[config.mk]
export PLATFORM = sky130hd
export DESIGN_NAME = iopm_top
export DESIGN_NICKNAME = d
export VERILOG_FILES = /design/src/iopm_pkg.sv /design/src/iopm_port.sv /design/src/iopm_top.sv
export VERILOG_INCLUDE_DIRS = /design/src
export SDC_FILE = /design/constraint.sdc
export NUM_CORES = 1
export LEC_CHECK = 0
export ABC_AREA = 1
export BUFFER_PORTS_ARGS = -buffer_cell sky130_fd_sc_hd__buf_2
export CAP_MARGIN = 40
export CORE_AREA = 3 3 130 132
export DETAILED_ROUTE_END_ITERATION = 10
export DIE_AREA = 0 0 133 135
export GPL_TIMING_DRIVEN = 1
export PLACE_DENSITY = 0.74
export SLEW_MARGIN = 20
export SYNTH_ARGS = -nofsm -noshare
export SYNTH_HDL_FRONTEND = slang
export SYNTH_SLANG_ARGS = --single-unit
[constraint.sdc]
create_clock -name clk -period 7.65 [get_ports clk]
set_clock_uncertainty 0.1 [all_clocks]
set_input_delay 0.765 -clock clk [delete_from_list [all_inputs] [get_ports clk]]
set_output_delay 0.765 -clock clk [all_outputs]
set_load 0.02 [all_outputs]
[src/iopm_params.svh]
`ifndef IOPM_PARAMS_SVH
`define IOPM_PARAMS_SVH

// Register byte addresses in the processor register space
`define IOPM_OFS_A_FUNC 16'h7f93
`define IOPM_OFS_B_FUNC 16'h7f94
`define IOPM_OFS_C_FUNC 16'h7f95
`define IOPM_OFS_A_LATCH 16'h7f96
`define IOPM_OFS_B_LATCH 16'h7f97
`define IOPM_OFS_C_LATCH 16'h7f98
`define IOPM_OFS_A_LEVEL 16'h7f99
`define IOPM_OFS_B_LEVEL 16'h7f9a
// Port C level shares its address with the port C latch: reads see the pins
`define IOPM_OFS_C_LEVEL 16'h7f98
`define IOPM_OFS_A_DRIVE 16'h7f9c
`define IOPM_OFS_B_DRIVE 16'h7f9d
`define IOPM_OFS_C_DRIVE 16'h7f9e

// Reset values
`define IOPM_RST_FUNC 8'h00
`define IOPM_RST_LATCH 8'h00
`define IOPM_RST_DRIVE 8'h00
`define IOPM_RST_RDATA 8'h00

// Pins whose alternate function can drive, ports C,B,A from high to low
`define IOPM_ALT_OUT_MASK_A 8'hff
`define IOPM_ALT_OUT_MASK_B 8'h88
`define IOPM_ALT_OUT_MASK_C 8'hc2

// Level handed to an input function while its pin is plain IO
`define IOPM_ALT_IN_IDLE_B 8'h20
`define IOPM_ALT_IN_IDLE_C 8'h0c

// Serial port mode that puts the shift clock on the transmit pin
`define IOPM_SERIAL_MODE_SYNC 2'h0

`endif

[src/iopm_pkg.sv]
package iopm_pkg;

  // Values and enables driven by the on-chip peripherals toward the pins
  typedef struct packed {
    logic timer0_output;
    logic timer1_output;
    logic mem_output_enable_n;
    logic mem_chip_select_n;
    logic fast_store_strobe_n;
    logic fast_fetch_strobe_n;
    logic serial0_sync_data_out;
    logic serial1_sync_data_out;
    logic timer2_overflow_out;
    logic mem_write_strobe_n;
    logic mem_read_strobe_n;
    logic [1:0] serial0_mode;
    logic serial0_shift_clk;
    logic serial0_tx_data;
    logic [1:0] serial1_mode;
    logic serial1_shift_clk;
    logic serial1_tx_data;
  } iopm_periph_out_t;

  // Pin levels handed back to the peripherals
  typedef struct packed {
    logic timer2_clock_in;
    logic timer2_capture_reload_in;
    logic serial1_receive_in;
    logic ext_irq_line_four;
    logic ext_irq_line_five;
    logic ext_irq_line_six;
    logic serial0_receive_in;
    logic ext_irq_line_zero;
    logic ext_irq_line_one;
    logic timer0_count_in;
    logic timer1_count_in;
  } iopm_periph_in_t;

  // Two-signal view of a group of pins
  typedef struct packed {
    logic [7:0] pin_out;
    logic [7:0] pin_oe_n;
  } iopm_pin_drive_t;

endpackage : iopm_pkg

[src/iopm_port.sv]
`timescale 1ns/10ps
`include "iopm_params.svh"

// One eight-pin port: driver selection and pin level sampling
module iopm_port
  import iopm_pkg::*;
#(
  parameter int WIDTH = 8
) (
  // Clock and synchronised reset
  input wire logic clk,
  input wire logic rst_n,
  // Register state
  input wire logic [WIDTH-1:0] func_sel,
  input wire logic [WIDTH-1:0] latch,
  input wire logic [WIDTH-1:0] drive,
  // Alternate function side
  input wire logic [WIDTH-1:0] alt_val,
  input wire logic [WIDTH-1:0] alt_en,
  // Pins
  input wire logic [WIDTH-1:0] pin_in,
  output logic [WIDTH-1:0] pin_out,
  output logic [WIDTH-1:0] pin_oe_n,
  // Synchronised pin level
  output logic [WIDTH-1:0] level
);

  // Refused at elaboration: register bytes hold at most eight pins
  if (WIDTH < 1 || WIDTH > 8) begin : g_bad_width
    $error("iopm_port: WIDTH must be 1 to 8");
  end

  ////////////////////////////////////////////////////////////////////////////
  // Driver selection

  logic [WIDTH-1:0] out_nxt; // Value to put on each pin
  logic [WIDTH-1:0] en_nxt; // High where the pin is driven
  logic [WIDTH-1:0] sync1_r; // First sampling stage, read only by sync2_r
  logic [WIDTH-1:0] sync2_r; // Settled pin level

  // Plain IO takes latch and enable, alternate takes the peripheral's pair
  assign out_nxt = (func_sel & alt_val) | (~func_sel & latch);
  assign en_nxt = (func_sel & alt_en) | (~func_sel & drive);

  // Pin outputs are registered so strobes leave glitch free
  always_ff @(posedge clk or negedge rst_n) begin
    if (!rst_n) begin
      pin_out <= '0;
      pin_oe_n <= '1;
    end else begin
      pin_out <= out_nxt;
      pin_oe_n <= ~en_nxt;
    end
  end

  ////////////////////////////////////////////////////////////////////////////
  // Pin level sampling

  // Two stages: pins are asynchronous to clk
  always_ff @(posedge clk or negedge rst_n) begin
    if (!rst_n) begin
      sync1_r <= '0;
      sync2_r <= '0;
    end else begin
      sync1_r <= pin_in;
      sync2_r <= sync1_r;
    end
  end

  // Level is read regardless of function select
  assign level = sync2_r;

  ////////////////////////////////////////////////////////////////////////////
  // Checks

  io_drive_a: assert property (@(posedge clk) disable iff (!rst_n)
    1'b1 |=> (~$past(func_sel) & $past(drive) & ~pin_oe_n) == (~$past(func_sel) & $past(drive)))
    else $error("enabled plain IO pin not driven");
  latch_hidden_a: assert property (@(posedge clk) disable iff (!rst_n)
    1'b1 |=> ((~$past(func_sel) & ~$past(drive)) & ~pin_oe_n) == '0)
    else $error("disabled plain IO pin is driven");
  io_value_a: assert property (@(posedge clk) disable iff (!rst_n)
    1'b1 |=> ((pin_out ^ $past(latch)) & ~$past(func_sel)) == '0)
    else $error("plain IO pin value differs from latch");
  alt_drive_a: assert property (@(posedge clk) disable iff (!rst_n)
    1'b1 |=> ((~pin_oe_n ^ $past(alt_en)) & $past(func_sel)) == '0)
    else $error("alternate pin drive differs from peripheral enable");
  // Wait two cycles out of reset so the cleared stages have refilled
  level_track_a: assert property (@(posedge clk) disable iff (!rst_n)
    rst_n && $past(rst_n, 2) |-> level == $past(pin_in, 2))
    else $error("pin level does not follow pin after two cycles");

endmodule : iopm_port

[src/iopm_top.sv]
`timescale 1ns/10ps
`include "iopm_params.svh"

// What this block does
// - select 0 makes the pin plain IO
// - drive latch only when enabled and select 0
// - select 1 hands pin to alternate function
// - port A fixed alternate function order
// - port B fixed alternate function order
// - port C fixed alternate function order
// - transmit pin: shift clock mode 0, else data
// - disabled pin still stores latch writes
// - level read shows pin in any mode
// - drive enable bits steer the tri-state driver
// - three select registers read and write
module iopm_top
  import iopm_pkg::*;
#(
  parameter int PORT_W = 8
) (
  // Clock and reset
  input wire logic clk,
  input wire logic rst_n,
  // Processor register port
  input wire logic [15:0] reg_addr,
  input wire logic reg_wr,
  input wire logic reg_rd,
  input wire logic [7:0] reg_wdata,
  output logic [7:0] reg_rdata,
  // Pins, index 0 port A, 1 port B, 2 port C
  input wire logic [2:0][7:0] pin_in,
  output logic [2:0][7:0] pin_out,
  output logic [2:0][7:0] pin_oe_n,
  // Peripheral side
  input wire iopm_periph_out_t periph_out,
  input wire logic [2:0][7:0] periph_drive_en,
  output iopm_periph_in_t periph_in
);

  // Refused at elaboration: pin map and register bytes are eight pins a port
  if (PORT_W != 8) begin : g_bad_width
    $error("iopm_top: ports are eight pins wide");
  end

  ////////////////////////////////////////////////////////////////////////////
  // Reset release

  logic rst_meta_r; // First reset stage
  logic rst_n_i; // Synchronised reset for the whole block

  // Assert at once, release two edges later
  always_ff @(posedge clk or negedge rst_n) begin
    if (!rst_n) begin
      rst_meta_r <= 1'b0;
      rst_n_i <= 1'b0;
    end else begin
      rst_meta_r <= 1'b1;
      rst_n_i <= rst_meta_r;
    end
  end

  ////////////////////////////////////////////////////////////////////////////
  // Register decode

  localparam logic [2:0][15:0] FUNC_OFS = {`IOPM_OFS_C_FUNC, `IOPM_OFS_B_FUNC, `IOPM_OFS_A_FUNC};
  localparam logic [2:0][15:0] LATCH_OFS = {`IOPM_OFS_C_LATCH, `IOPM_OFS_B_LATCH, `IOPM_OFS_A_LATCH};
  localparam logic [2:0][15:0] LEVEL_OFS = {`IOPM_OFS_C_LEVEL, `IOPM_OFS_B_LEVEL, `IOPM_OFS_A_LEVEL};
  localparam logic [2:0][15:0] DRIVE_OFS = {`IOPM_OFS_C_DRIVE, `IOPM_OFS_B_DRIVE, `IOPM_OFS_A_DRIVE};
  localparam logic [2:0][7:0] OUT_MASK = {`IOPM_ALT_OUT_MASK_C, `IOPM_ALT_OUT_MASK_B, `IOPM_ALT_OUT_MASK_A};

  logic [2:0][7:0] func_sel_r; // Alternate function select per pin
  logic [2:0][7:0] latch_r; // Output latches
  logic [2:0][7:0] drive_r; // Drive enables
  logic [2:0][7:0] level; // Synchronised pin levels
  logic [2:0] func_hit; // Address matches a select register
  logic [2:0] latch_hit; // Address matches a latch
  logic [2:0] level_hit; // Address matches a level register
  logic [2:0] drive_hit; // Address matches a drive enable
  logic [2:0][7:0] func_rd; // Per-port read terms
  logic [2:0][7:0] level_rd;
  logic [2:0][7:0] drive_rd;
  logic [2:0][7:0] latch_rd;
  logic [7:0] rd_mux; // Selected read value
  logic [7:0] rdata_nxt;

  // Per-port decode, write and read terms
  for (genvar p = 0; p < 3; p++) begin : g_reg
    assign func_hit[p] = reg_addr == FUNC_OFS[p];
    assign latch_hit[p] = reg_addr == LATCH_OFS[p];
    assign level_hit[p] = reg_addr == LEVEL_OFS[p];
    assign drive_hit[p] = reg_addr == DRIVE_OFS[p];
    assign func_rd[p] = func_hit[p] ? func_sel_r[p] : 8'h00;
    assign level_rd[p] = level_hit[p] ? level[p] : 8'h00;
    assign drive_rd[p] = drive_hit[p] ? drive_r[p] : 8'h00;
    // A shared latch/level address reads the pins
    assign latch_rd[p] = (latch_hit[p] && !level_hit[p]) ? latch_r[p] : 8'h00;

    // Writes store whatever the drive enable says
    always_ff @(posedge clk or negedge rst_n_i) begin
      if (!rst_n_i) begin
        func_sel_r[p] <= `IOPM_RST_FUNC;
        latch_r[p] <= `IOPM_RST_LATCH;
        drive_r[p] <= `IOPM_RST_DRIVE;
      end else if (reg_wr) begin
        if (func_hit[p]) func_sel_r[p] <= reg_wdata;
        if (latch_hit[p]) latch_r[p] <= reg_wdata;
        if (drive_hit[p]) drive_r[p] <= reg_wdata;
      end
    end
  end

  // Unmapped addresses read as zero
  assign rd_mux = func_rd[0] | func_rd[1] | func_rd[2] | level_rd[0] | level_rd[1] | level_rd[2]
    | drive_rd[0] | drive_rd[1] | drive_rd[2] | latch_rd[0] | latch_rd[1] | latch_rd[2];
  assign rdata_nxt = reg_rd ? rd_mux : reg_rdata;

  // Read data held until the next read
  always_ff @(posedge clk or negedge rst_n_i) begin
    if (!rst_n_i) begin
      reg_rdata <= `IOPM_RST_RDATA;
    end else begin
      reg_rdata <= rdata_nxt;
    end
  end

  ////////////////////////////////////////////////////////////////////////////
  // Alternate function map

  logic serial0_pin; // Transmit pin value for serial port 0
  logic serial1_pin; // Transmit pin value for serial port 1
  logic [2:0][7:0] alt_val; // Peripheral value per pin
  logic [2:0][7:0] alt_en; // Peripheral enable, outputs only

  // Mode 0 shifts a clock out, other modes send data
  assign serial0_pin = (periph_out.serial0_mode == `IOPM_SERIAL_MODE_SYNC) ?
    periph_out.serial0_shift_clk : periph_out.serial0_tx_data;
  assign serial1_pin = (periph_out.serial1_mode == `IOPM_SERIAL_MODE_SYNC) ?
    periph_out.serial1_shift_clk : periph_out.serial1_tx_data;

  // Port A: timers, memory strobes, sync serial data
  assign alt_val[0] = {periph_out.serial1_sync_data_out, periph_out.serial0_sync_data_out,
    periph_out.fast_fetch_strobe_n, periph_out.fast_store_strobe_n, periph_out.mem_chip_select_n,
    periph_out.mem_output_enable_n, periph_out.timer1_output, periph_out.timer0_output};
  // Port B: only transmit and overflow drive
  assign alt_val[1] = {periph_out.timer2_overflow_out, 3'h0, serial1_pin, 3'h0};
  // Port C: transmit and memory strobes drive
  assign alt_val[2] = {periph_out.mem_read_strobe_n, periph_out.mem_write_strobe_n,
    4'h0, serial0_pin, 1'h0};

  // Input-only functions can never turn a driver on
  for (genvar p = 0; p < 3; p++) begin : g_en
    assign alt_en[p] = periph_drive_en[p] & OUT_MASK[p];
  end

  ////////////////////////////////////////////////////////////////////////////
  // Ports

  for (genvar p = 0; p < 3; p++) begin : g_port
    iopm_port #(
      .WIDTH(8)
    ) u_port (
      .clk(clk),
      .rst_n(rst_n_i),
      .func_sel(func_sel_r[p]),
      .latch(latch_r[p]),
      .drive(drive_r[p]),
      .alt_val(alt_val[p]),
      .alt_en(alt_en[p]),
      .pin_in(pin_in[p]),
      .pin_out(pin_out[p]),
      .pin_oe_n(pin_oe_n[p]),
      .level(level[p])
    );
  end

  ////////////////////////////////////////////////////////////////////////////
  // Inputs to peripherals

  logic [7:0] in_b; // Port B levels, idle where not selected
  logic [7:0] in_c; // Port C levels, idle where not selected

  // Idle level keeps interrupts and counters quiet on plain IO pins
  assign in_b = (func_sel_r[1] & level[1]) | (~func_sel_r[1] & `IOPM_ALT_IN_IDLE_B);
  assign in_c = (func_sel_r[2] & level[2]) | (~func_sel_r[2] & `IOPM_ALT_IN_IDLE_C);

  // Registered so the struct changes on clock edges only
  always_ff @(posedge clk or negedge rst_n_i) begin
    if (!rst_n_i) begin
      periph_in <= '{default: 1'b0, ext_irq_line_five: 1'b1, ext_irq_line_zero: 1'b1,
        ext_irq_line_one: 1'b1};
    end else begin
      periph_in <= '{timer2_clock_in: in_b[0], timer2_capture_reload_in: in_b[1],
        serial1_receive_in: in_b[2], ext_irq_line_four: in_b[4], ext_irq_line_five: in_b[5],
        ext_irq_line_six: in_b[6], serial0_receive_in: in_c[0], ext_irq_line_zero: in_c[2],
        ext_irq_line_one: in_c[3], timer0_count_in: in_c[4], timer1_count_in: in_c[5]};
    end
  end

  ////////////////////////////////////////////////////////////////////////////
  // Checks

  sel_readback_a: assert property (@(posedge clk) disable iff (!rst_n_i)
    reg_wr && func_hit[0] ##1 reg_rd && reg_addr == `IOPM_OFS_A_FUNC |=> reg_rdata == $past(reg_wdata, 2))
    else $error("port A select does not read back");
  latch_store_a: assert property (@(posedge clk) disable iff (!rst_n_i)
    reg_wr && latch_hit[1] |=> latch_r[1] == $past(reg_wdata))
    else $error("port B latch write lost");
  input_nodrive_a: assert property (@(posedge clk) disable iff (!rst_n_i)
    ##1 (pin_oe_n[1] | ~($past(func_sel_r[1]) & ~OUT_MASK[1])) == 8'hff)
    else $error("input-only alternate pin is driven");
  tx_sync_clk_a: assert property (@(posedge clk) disable iff (!rst_n_i)
    func_sel_r[2][1] && periph_out.serial0_mode == 2'h0 |=> pin_out[2][1] == $past(periph_out.serial0_shift_clk))
    else $error("serial 0 transmit pin lacks shift clock in mode 0");
  timer0_map_a: assert property (@(posedge clk) disable iff (!rst_n_i)
    func_sel_r[0][0] |=> pin_out[0][0] == $past(periph_out.timer0_output))
    else $error("timer 0 output not on port A bit 0");

endmodule : iopm_top

==> Word-level counts from Yosys, hierarchy flattened <==
Index checks and enable logic that the tools add are counted.
{ "classes": {"n_eq_ne": 11, "mux": 13, "bitwise": 38, "n_reduce_logical": 15} }
{ "op_table": {"columns": ["cell", "n"], "rows": [
  ["$eq 16x15->1 const B", 11],
  ["$or 8x8->8", 16],
  ["$and 8x8->8", 12],
  ["$mux 8", 11],
  ["$not 8->8", 6],
  ["$reduce_and 2->1", 9],
  ["$and 7x7->7", 1],
  ["$or 7x6->7", 1],
  ["$and 6x6->6", 1],
  ["$or 6x4->6", 1],
  ["$logic_not 2->1", 2],
  ["$logic_and 1x1->1", 2],
  ["$logic_not 1->1", 2],
  ["$mux 1", 2]
]} }
{ "totals": {"reg_bits": 189, "out_inout_bits": 67, "word_cells": 112} }

==> Longest topological paths before layout <==
Gate-level depths: netlist of the first run.
{ "depth": {"ltp_word": 12, "depth_mapped": 12, "depth_no_buf": 10} }

==> By module <==
A second synthesis of the first run with hierarchy kept.
{ "unflattened": {"cells_unflattened": 860, "area_unflattened_um2": 7711.1} }
{ "modules_own_cells": {"columns": ["mod", "instances", "cells_per_inst", "area_each_um2", "seq_area_each_um2"], "rows": [
  ["iopm_top", 1, 548, 4468.0, 2331.0],
  ["iopm_port", 3, 104, 1081.0, 810.8]
]} }

==> Least setup slack after synthesis of the first run <==
OpenSTA, ideal clock, no wires.
{ "synth_path": {"kind": "input-to-reg", "from": "input reg_addr[5]", "to": "register latch_r[21] in the netlist's numbering", "setup_ns": 0.126, "arrival_ns": 1.691, "required_ns": 7.424, "setup_slack_ns": 5.733, "cell_stages": 8, "cell_sequence": "nor2_2 > nand2_2 > buf_12 > nor2_8 > nand3_4 > buf_6 > nand2_1 > o21ai_2"} }
{ "synth_via": {"elab_chain_cells": 2} }
{ "synth_rtl": {"columns": ["element", "line_no", "rtl"], "rows": [
  ["from (decl)", "iopm_top.sv:25", "input wire logic [15:0] reg_addr,"],
  ["$eq 16x15->1", "iopm_top.sv:89", "assign latch_hit[p] = reg_addr == LATCH_OFS[p];"],
  ["$reduce_and 2->1 (no line)", null, null],
  ["to (signal, indexed assignment)", "iopm_top.sv:102", "latch_r[p] <= `IOPM_RST_LATCH;"],
  ["to (signal, indexed assignment)", "iopm_top.sv:106", "if (latch_hit[p]) latch_r[p] <= reg_wdata;"],
  ["to (decl)", "iopm_top.sv:72", "logic [2:0][7:0] latch_r;"]
]} }
No other way between the ends.
A chain may end at the register's enable or synchronous reset.

==> Worst setup path after layout of the first run <==
{ "layout_path": {"from": "input reg_addr[15]", "to": "register latch_r[15] in the netlist's numbering"} }
The elaborated chain is that of the path after synthesis.

==> metrics.txt, run 1 <==
cell count after synthesis between 600 and 700; VDD IR-drop max approximately 0.16 mV; drt via density slightly below 5; synth cell count leaders dfrtp_1 (162), nand2_1 (148), nand3_1 (85), nor2_1 (58), inv_1 (49); Final Max Tran Viols 0; die area roughly 18,000 um^2; fillcell total roughly 1,300; WHS Path Cells 0; mapped cell area 7610 um^2; DP HPWL between 10,000 and 15,000 um; largest family of logic cells by synthesized area simple AND/OR/NAND/NOR gates; Final Hold Viols 0; number of flops mapped to enable cells by yosys 0; PortBufs 150; HP Class reg2reg; Slew @ Worst Pin 729 ps; CP Capture Type flop; Max Cap Viol 0; core footprint 15,800 um^2; total grt overflow 0; CTS sink count 189; worst path arrival time between 2000 and 2500 ps; largest net degree at the start of global routing 63; # DRC 0; drt wl/cell about 17 um; Min Clock Period, post-route 2250 ps; Async S/R FF share, synth 1.00; CTS H-tree lvls 4; RSZ-0062 raised after global routing no; Root Driver clkbuf_16; Max transition margin 0.514; reg2reg start rst_n_i; Yosys top cell by area dfrtp_1; Reg-to-Reg End g_port[1].u_port.pin_oe_n[4]; Yosys top cell area share 0.532; Die W between 100 and 150 um; I/O pin count 162; R2R setup slack 5930 ps; xor-xnor portion of the synthesized cell area 0; count leader, synth dfrtp_1; FMAX ~0.44 GHz; final worst slack between 5000 and 6000 ps; Setup-failing EPs final 0; drt first pass iters 7; WP data required 7850 ps; Util after Layout 0.574; TritonCTS clock tree built; initial core utilization 0.481; vias between 5,000 and 6,000; Max clock buf depth 2; worst r2r path cells 2; GPL Wtd Cong 0.899; Synthesized Nets 790; CP Launch Type input pin; hold path endpoint g_port[2].u_port.level[6]; Total Wirelength 18,100 um; crit path max fanout 49; critical path class in2reg; fin crit share 0.295; status finished, final reports clean; Min-Delay Startpoint g_port[2].u_port.sync1_r[6]; Area Growth Syn to Fin 19.4%; first-pass GRT wire length ~28,000 um; fraction of the mapped netlist area in simple logic gates 0.222; post-synthesis compound-gate area fraction 0.0628; pre-CTS setup slack 4980 ps; initial antenna violation count 4; worst skew pair latency between 400 and 500 ps; Ys Warns 0; post-synthesis cell type count 27; Tot GR Track Use 0.211; post-CTS setup buffers 0; share of layout cells above drive strength 1 0.325; Top FF cell, synth dfrtp_1; vias in the first global route between 5,000 and 6,000; FP Rows 46; Final ANT Viol Nets 0; clock-pin transition on the worst setup and hold timing paths ~60 ps; CTS buffer count 17; mux cell area share after synthesis 0.0334; die height ~140 um; pwr dens between 200 and 250 nW/um^2; Seq/Total Area, Yosys 0.626; initial DRC count approximately 380; Seq cells post-synth about 190; Leakage 4.55 nW; adder-cell area share of the yosys netlist 0; Final #Nets about 940; setup_tns 0 ps; largest cells by area after synthesis dfrtp_1 (53%), dfstp_2 (9.3%), nand2_1 (7.3%); Mean Syn Cell Area 11.0 um^2
-- through the flow --
| stage | instances | instance area (um^2) | total power [mW] | hold slack (ps) |
|---|---|---|---|---|
| after floorplan | 695 | 7610 | 1.08 | 231 |
| after global placement | 1041 | 8420 | 1.12 | 232 |
| after detailed placement | 1044 | 8490 | 1.13 | 235 |
| after CTS | 1077 | 9080 | 1.99 | 250 |
| after global routing | 1080 | 9090 | 2.04 | 249 |
| final | 1081 | 9090 | 1.97 | 246 |
-- layout make-up --
type                            count  area (um^2)  share of cell area
Antenna cell                        4         10.0             0.00110
Clock buffer                       23          468              0.0515
Clock inverter                      9          115              0.0127
Inverter                           50          188              0.0206
Multi-Input combinational cell    433         2420               0.267
Sequential cell                   189         4770               0.524
Tap cell                          216          270              0.0297
Timing Repair Buffer              157          851              0.0936
-- state kept, by name, indices dropped and copies added, names as in the netlist --
name                    count
reg_rdata                   8
periph_in                  11
rst_meta_r                  1
drive_r                    24
rst_n_i                     1
g_port.u_port.sync1_r      24
g_port.u_port.level        24
func_sel_r                 24
g_port.u_port.pin_out      24
g_port.u_port.pin_oe_n     24
latch_r                    24
-- critical path, cell delays in order --
cell and delay, ps:
buf_2 100, inv_1 40, nand4_1 110, nor2_4 120, buf_4 440, buf_12 300, and2_4 220, nand2_4 140
nand2_1 140, o21ai_2 60
-- layer usage --
| metal | routed length [um] | GRT usage | vias up |
|---|---|---|---|
| met5 | 14 | 0 | - |
| met4 | 346 | 0.0762 | 2 |
| met3 | 1240 | 0.0596 | 30 |
| met2 | 8480 | 0.315 | 194 |
| met1 | 8060 | 0.299 | 2528 |
| li1 | - | - | 2579 |
-- report_power, final --
part	switching (mW)	leakage (nW)	internal [mW]
Sequential	0.0117	2.42	1.02
Clock	0.367	0.266	0.500
Combinational	0.0532	1.86	0.0253
Total	0.432	4.55	1.54
-- worst max-delay path by stage --
stage	from	slack (ps)	end	cells after the start
floorplan	rst_n_i	1940	drive_r[0]	0
global placement	reg_addr[15]	4880	latch_r[21]	8
detailed placement	reg_addr[15]	4980	latch_r[15]	10
CTS	reg_addr[15]	5420	latch_r[15]	10
global route	reg_addr[11]	5270	latch_r[15]	11
finish	reg_addr[15]	5400	latch_r[15]	10
-- logic make-up after synthesis --
kind of cell / after synthesis
muxes: 24
AOI/OAI and AO/OA: 76
other: 1
buffers and inverters: 73
and+or+nand+nor: 332
DFF: 189
-- layout by cell type (no fill, tap or decap), drive strengths merged --
cell / n
inv: 51
dfstp: 27
clkinvlp: 5
conb: 1
o22ai: 2
or2: 3
nand4: 9
buf: 156
bufinv: 2
o21ai: 72
o31ai: 2
dlygate4sd3: 1
clkinv: 1
mux2: 11
clkbuf: 23
and2: 1
dfrtp: 162
nor2: 73
nand2: 153
nand3: 93
diode: 4
mux2i: 13
-- what timing repair did --
action	in CTS	in global routing
hold buffers	1	0
resized for setup	0	0
hold endpoints to repair	2	0
(Power assumes the default switching activity.)
==> run 2: changes to the inputs <==
ABC_AREA = 0   (was 1)
CORE_AREA = 3 3 128 130   (was 3 3 130 132)
DIE_AREA = 0 0 131 133   (was 0 0 133 135)
clock period = 2.2 ns   (was 7.65 ns; I/O delays follow)
==> run 2 against run 1 <==
Via count decreased by 5.6%. Register-to-register slack got worse by 5200 ps. Combinational power increased to 5.1 times the previous value. Synthesized cell count decreased by 30%. Critical endpoint is now func_sel_r[2]. Largest cell class unchanged.
==> metrics.txt, run 2 <==
Final Hold Viols 0; worst path arrival time roughly 1800 ps; die area about 17,000 um^2; R2R setup slack roughly 720 ps; Root Driver clkbuf_16; FP Rows 45; TritonCTS clock tree built; Final #Nets just over 800; # hold bufs at CTS 52; Top FF cell, synth dfrtp_1; RSZ-0062 raised after global routing no; worst r2r path cells 4; DP HPWL 12,500 um; Seq cells post-synth between 150 and 200; Leakage 4.72 nW; CP Launch Type input pin; VDD IR-drop max ~0.55 mV; Reg-to-Reg End reg_rdata[1]; Util after Layout 0.637; placed cells ~860; count leader, synth dfrtp_1; slowest cell on the critical path nor3_4; status finished, final reports clean; WHS Path Cells 3; final worst slack 613 ps; clock-pin transition on the worst setup and hold timing paths 60 ps; first-pass GRT wire length slightly below 30,000 um; drt wl/cell 19.6 um; post-CTS setup buffers 0; mux cell area share after synthesis 0.169; crit-path cells buf_2, nand4_4, nor3_4, buf_4, nand4_4, mux2_2; pre-CTS setup slack about 180 ps; share of layout cells above drive strength 1 0.465; Mean Syn Cell Area between 15 and 20 um^2; WP data required between 2000 and 2500 ps; initial core utilization 0.483; Final Max Tran Viols 0; largest cells by area after synthesis dfrtp_1 (55%), mux2_2 (10%), dfstp_2 (9.6%); Max transition margin 0.554; Max Cap Viol 0; CTS H-tree lvls 4; drt first pass iters 4; drt via density around 5.3; placed cell area 8600 um^2; adder-cell area share of the yosys netlist 0; xor-xnor portion of the synthesized cell area 0; largest family of logic cells by synthesized area multiplexers; Synthesized Nets 581; Area Growth Syn to Fin 31.8%; FMAX between 0.6 and 0.7 GHz; Min-Delay Startpoint periph_out[0]; fillcell total between 1,000 and 1,500; crit path max fanout 8; Yosys top cell by area dfrtp_1; post-CTS sizing 0; Design Power 7.03 mW; Final ANT Viol Nets 0; critical path class in2reg; cell count after synthesis a little under 500; HP Class in2reg; vias 5,032; Yosys top cell area share 0.550; Max stage delay on crit path between 400 and 500 ps; synth cell count leaders dfrtp_1 (162), mux2_2 (67), nand3b_1 (33), dfstp_2 (27), mux2i_1 (25); Total Wirelength between 15,000 and 20,000 um; initial antenna violation count 1; initial DRC count between 400 and 500; die height approximately 130 um; hold path endpoint g_port[1].u_port.pin_out[3]; pwr dens just over 700 nW/um^2; most frequent cells in the layout dfrtp_1 (161), buf_2 (150), mux2_2 (67), dlygate4sd3_1 (52), nand3b_1 (33); mapped cell area around 7400 um^2; Ys Warns 0; largest net degree at the start of global routing 47; post-synthesis cell type count 43; Tot GR Track Use 0.225; reg2reg start drive_r[9]; Slew @ Worst Pin roughly 670 ps; post-synthesis compound-gate area fraction 0.0479; total grt overflow 0; # DRC 0; PortBufs 150; Die W ~130 um; CTS buffer count 17; number of flops mapped to enable cells by yosys 0; Top cell by count, worst path nand4_4; Async S/R FF share, synth 1.00; vias in the first global route about 5,400; commonest non-fill, non-tap cell in the layout dfrtp_1; worst skew pair latency approximately 430 ps; CP Capture Type flop; Max clock buf depth 2; Min Clock Period, post-route approximately 1600 ps; core footprint 15,300 um^2; Finished Layout Cells roughly 950; I/O pin count approximately 160; fraction of the mapped netlist area in simple logic gates 0.124; final instance area about 10000 um^2; CTS sink count between 150 and 200; fin crit share 0.721; smallest hold slack ~40 ps; Seq/Total Area, Yosys 0.646; setup_tns 0 ps; Setup-failing EPs final 0; GPL Wtd Cong 0.857
[run 2: routing by layer]
layer  wire (um)  global-route usage
met2        8750               0.332
met5          13                   0
met4         535              0.0920
met3        1400              0.0715
met1        7830               0.307
[run 2: cell type report]
type,instances,area [um^2],share of cell area
Sequential cell,189,4770,0.491
Multi-Input combinational cell,276,2510,0.259
Timing Repair Buffer,237,1570,0.162
Clock buffer,19,443,0.0456
Tap cell,211,264,0.0272
Clock inverter,13,151,0.0156
Inverter,1,3.75,0.000386
Antenna cell,1,2.50,0.000257
[run 2: worst max-delay path: cells and delay by family]
family | cells | cell delay [ps]
buffers and inverters | 2 | 340
multiplexers | 1 | 360
AND/OR/NAND/NOR | 3 | 890
[run 2: worst max-delay path by stage]
stage                 startpoint             to  slack, ps  depth (start not counted)
floorplan                rst_n_i     drive_r[0]        180                          0
global placement     reg_addr[6]  func_sel_r[8]        240                          7
detailed placement  reg_addr[11]  func_sel_r[2]        180                          6
CTS                 reg_addr[11]  func_sel_r[2]        640                          6
global route        reg_addr[11]  func_sel_r[7]        580                          6
finish              reg_addr[11]  func_sel_r[2]        610                          6
[run 2: power by group]
part | internal, mW | switching [mW]
registers | 3.53 | 0.0391
clock network | 1.73 | 1.32
logic | 0.189 | 0.214
[run 2: logic make-up (layout without fill, tap and decap cells)]
kind of cell | Yosys count | in the layout
flip-flops | 189 | 189
other | 1 | 2
multiplexers | 108 | 108
AO/OA/AOI/OAI | 50 | 50
buffers and inverters | 21 | 270
AND/OR/NAND/NOR | 117 | 117
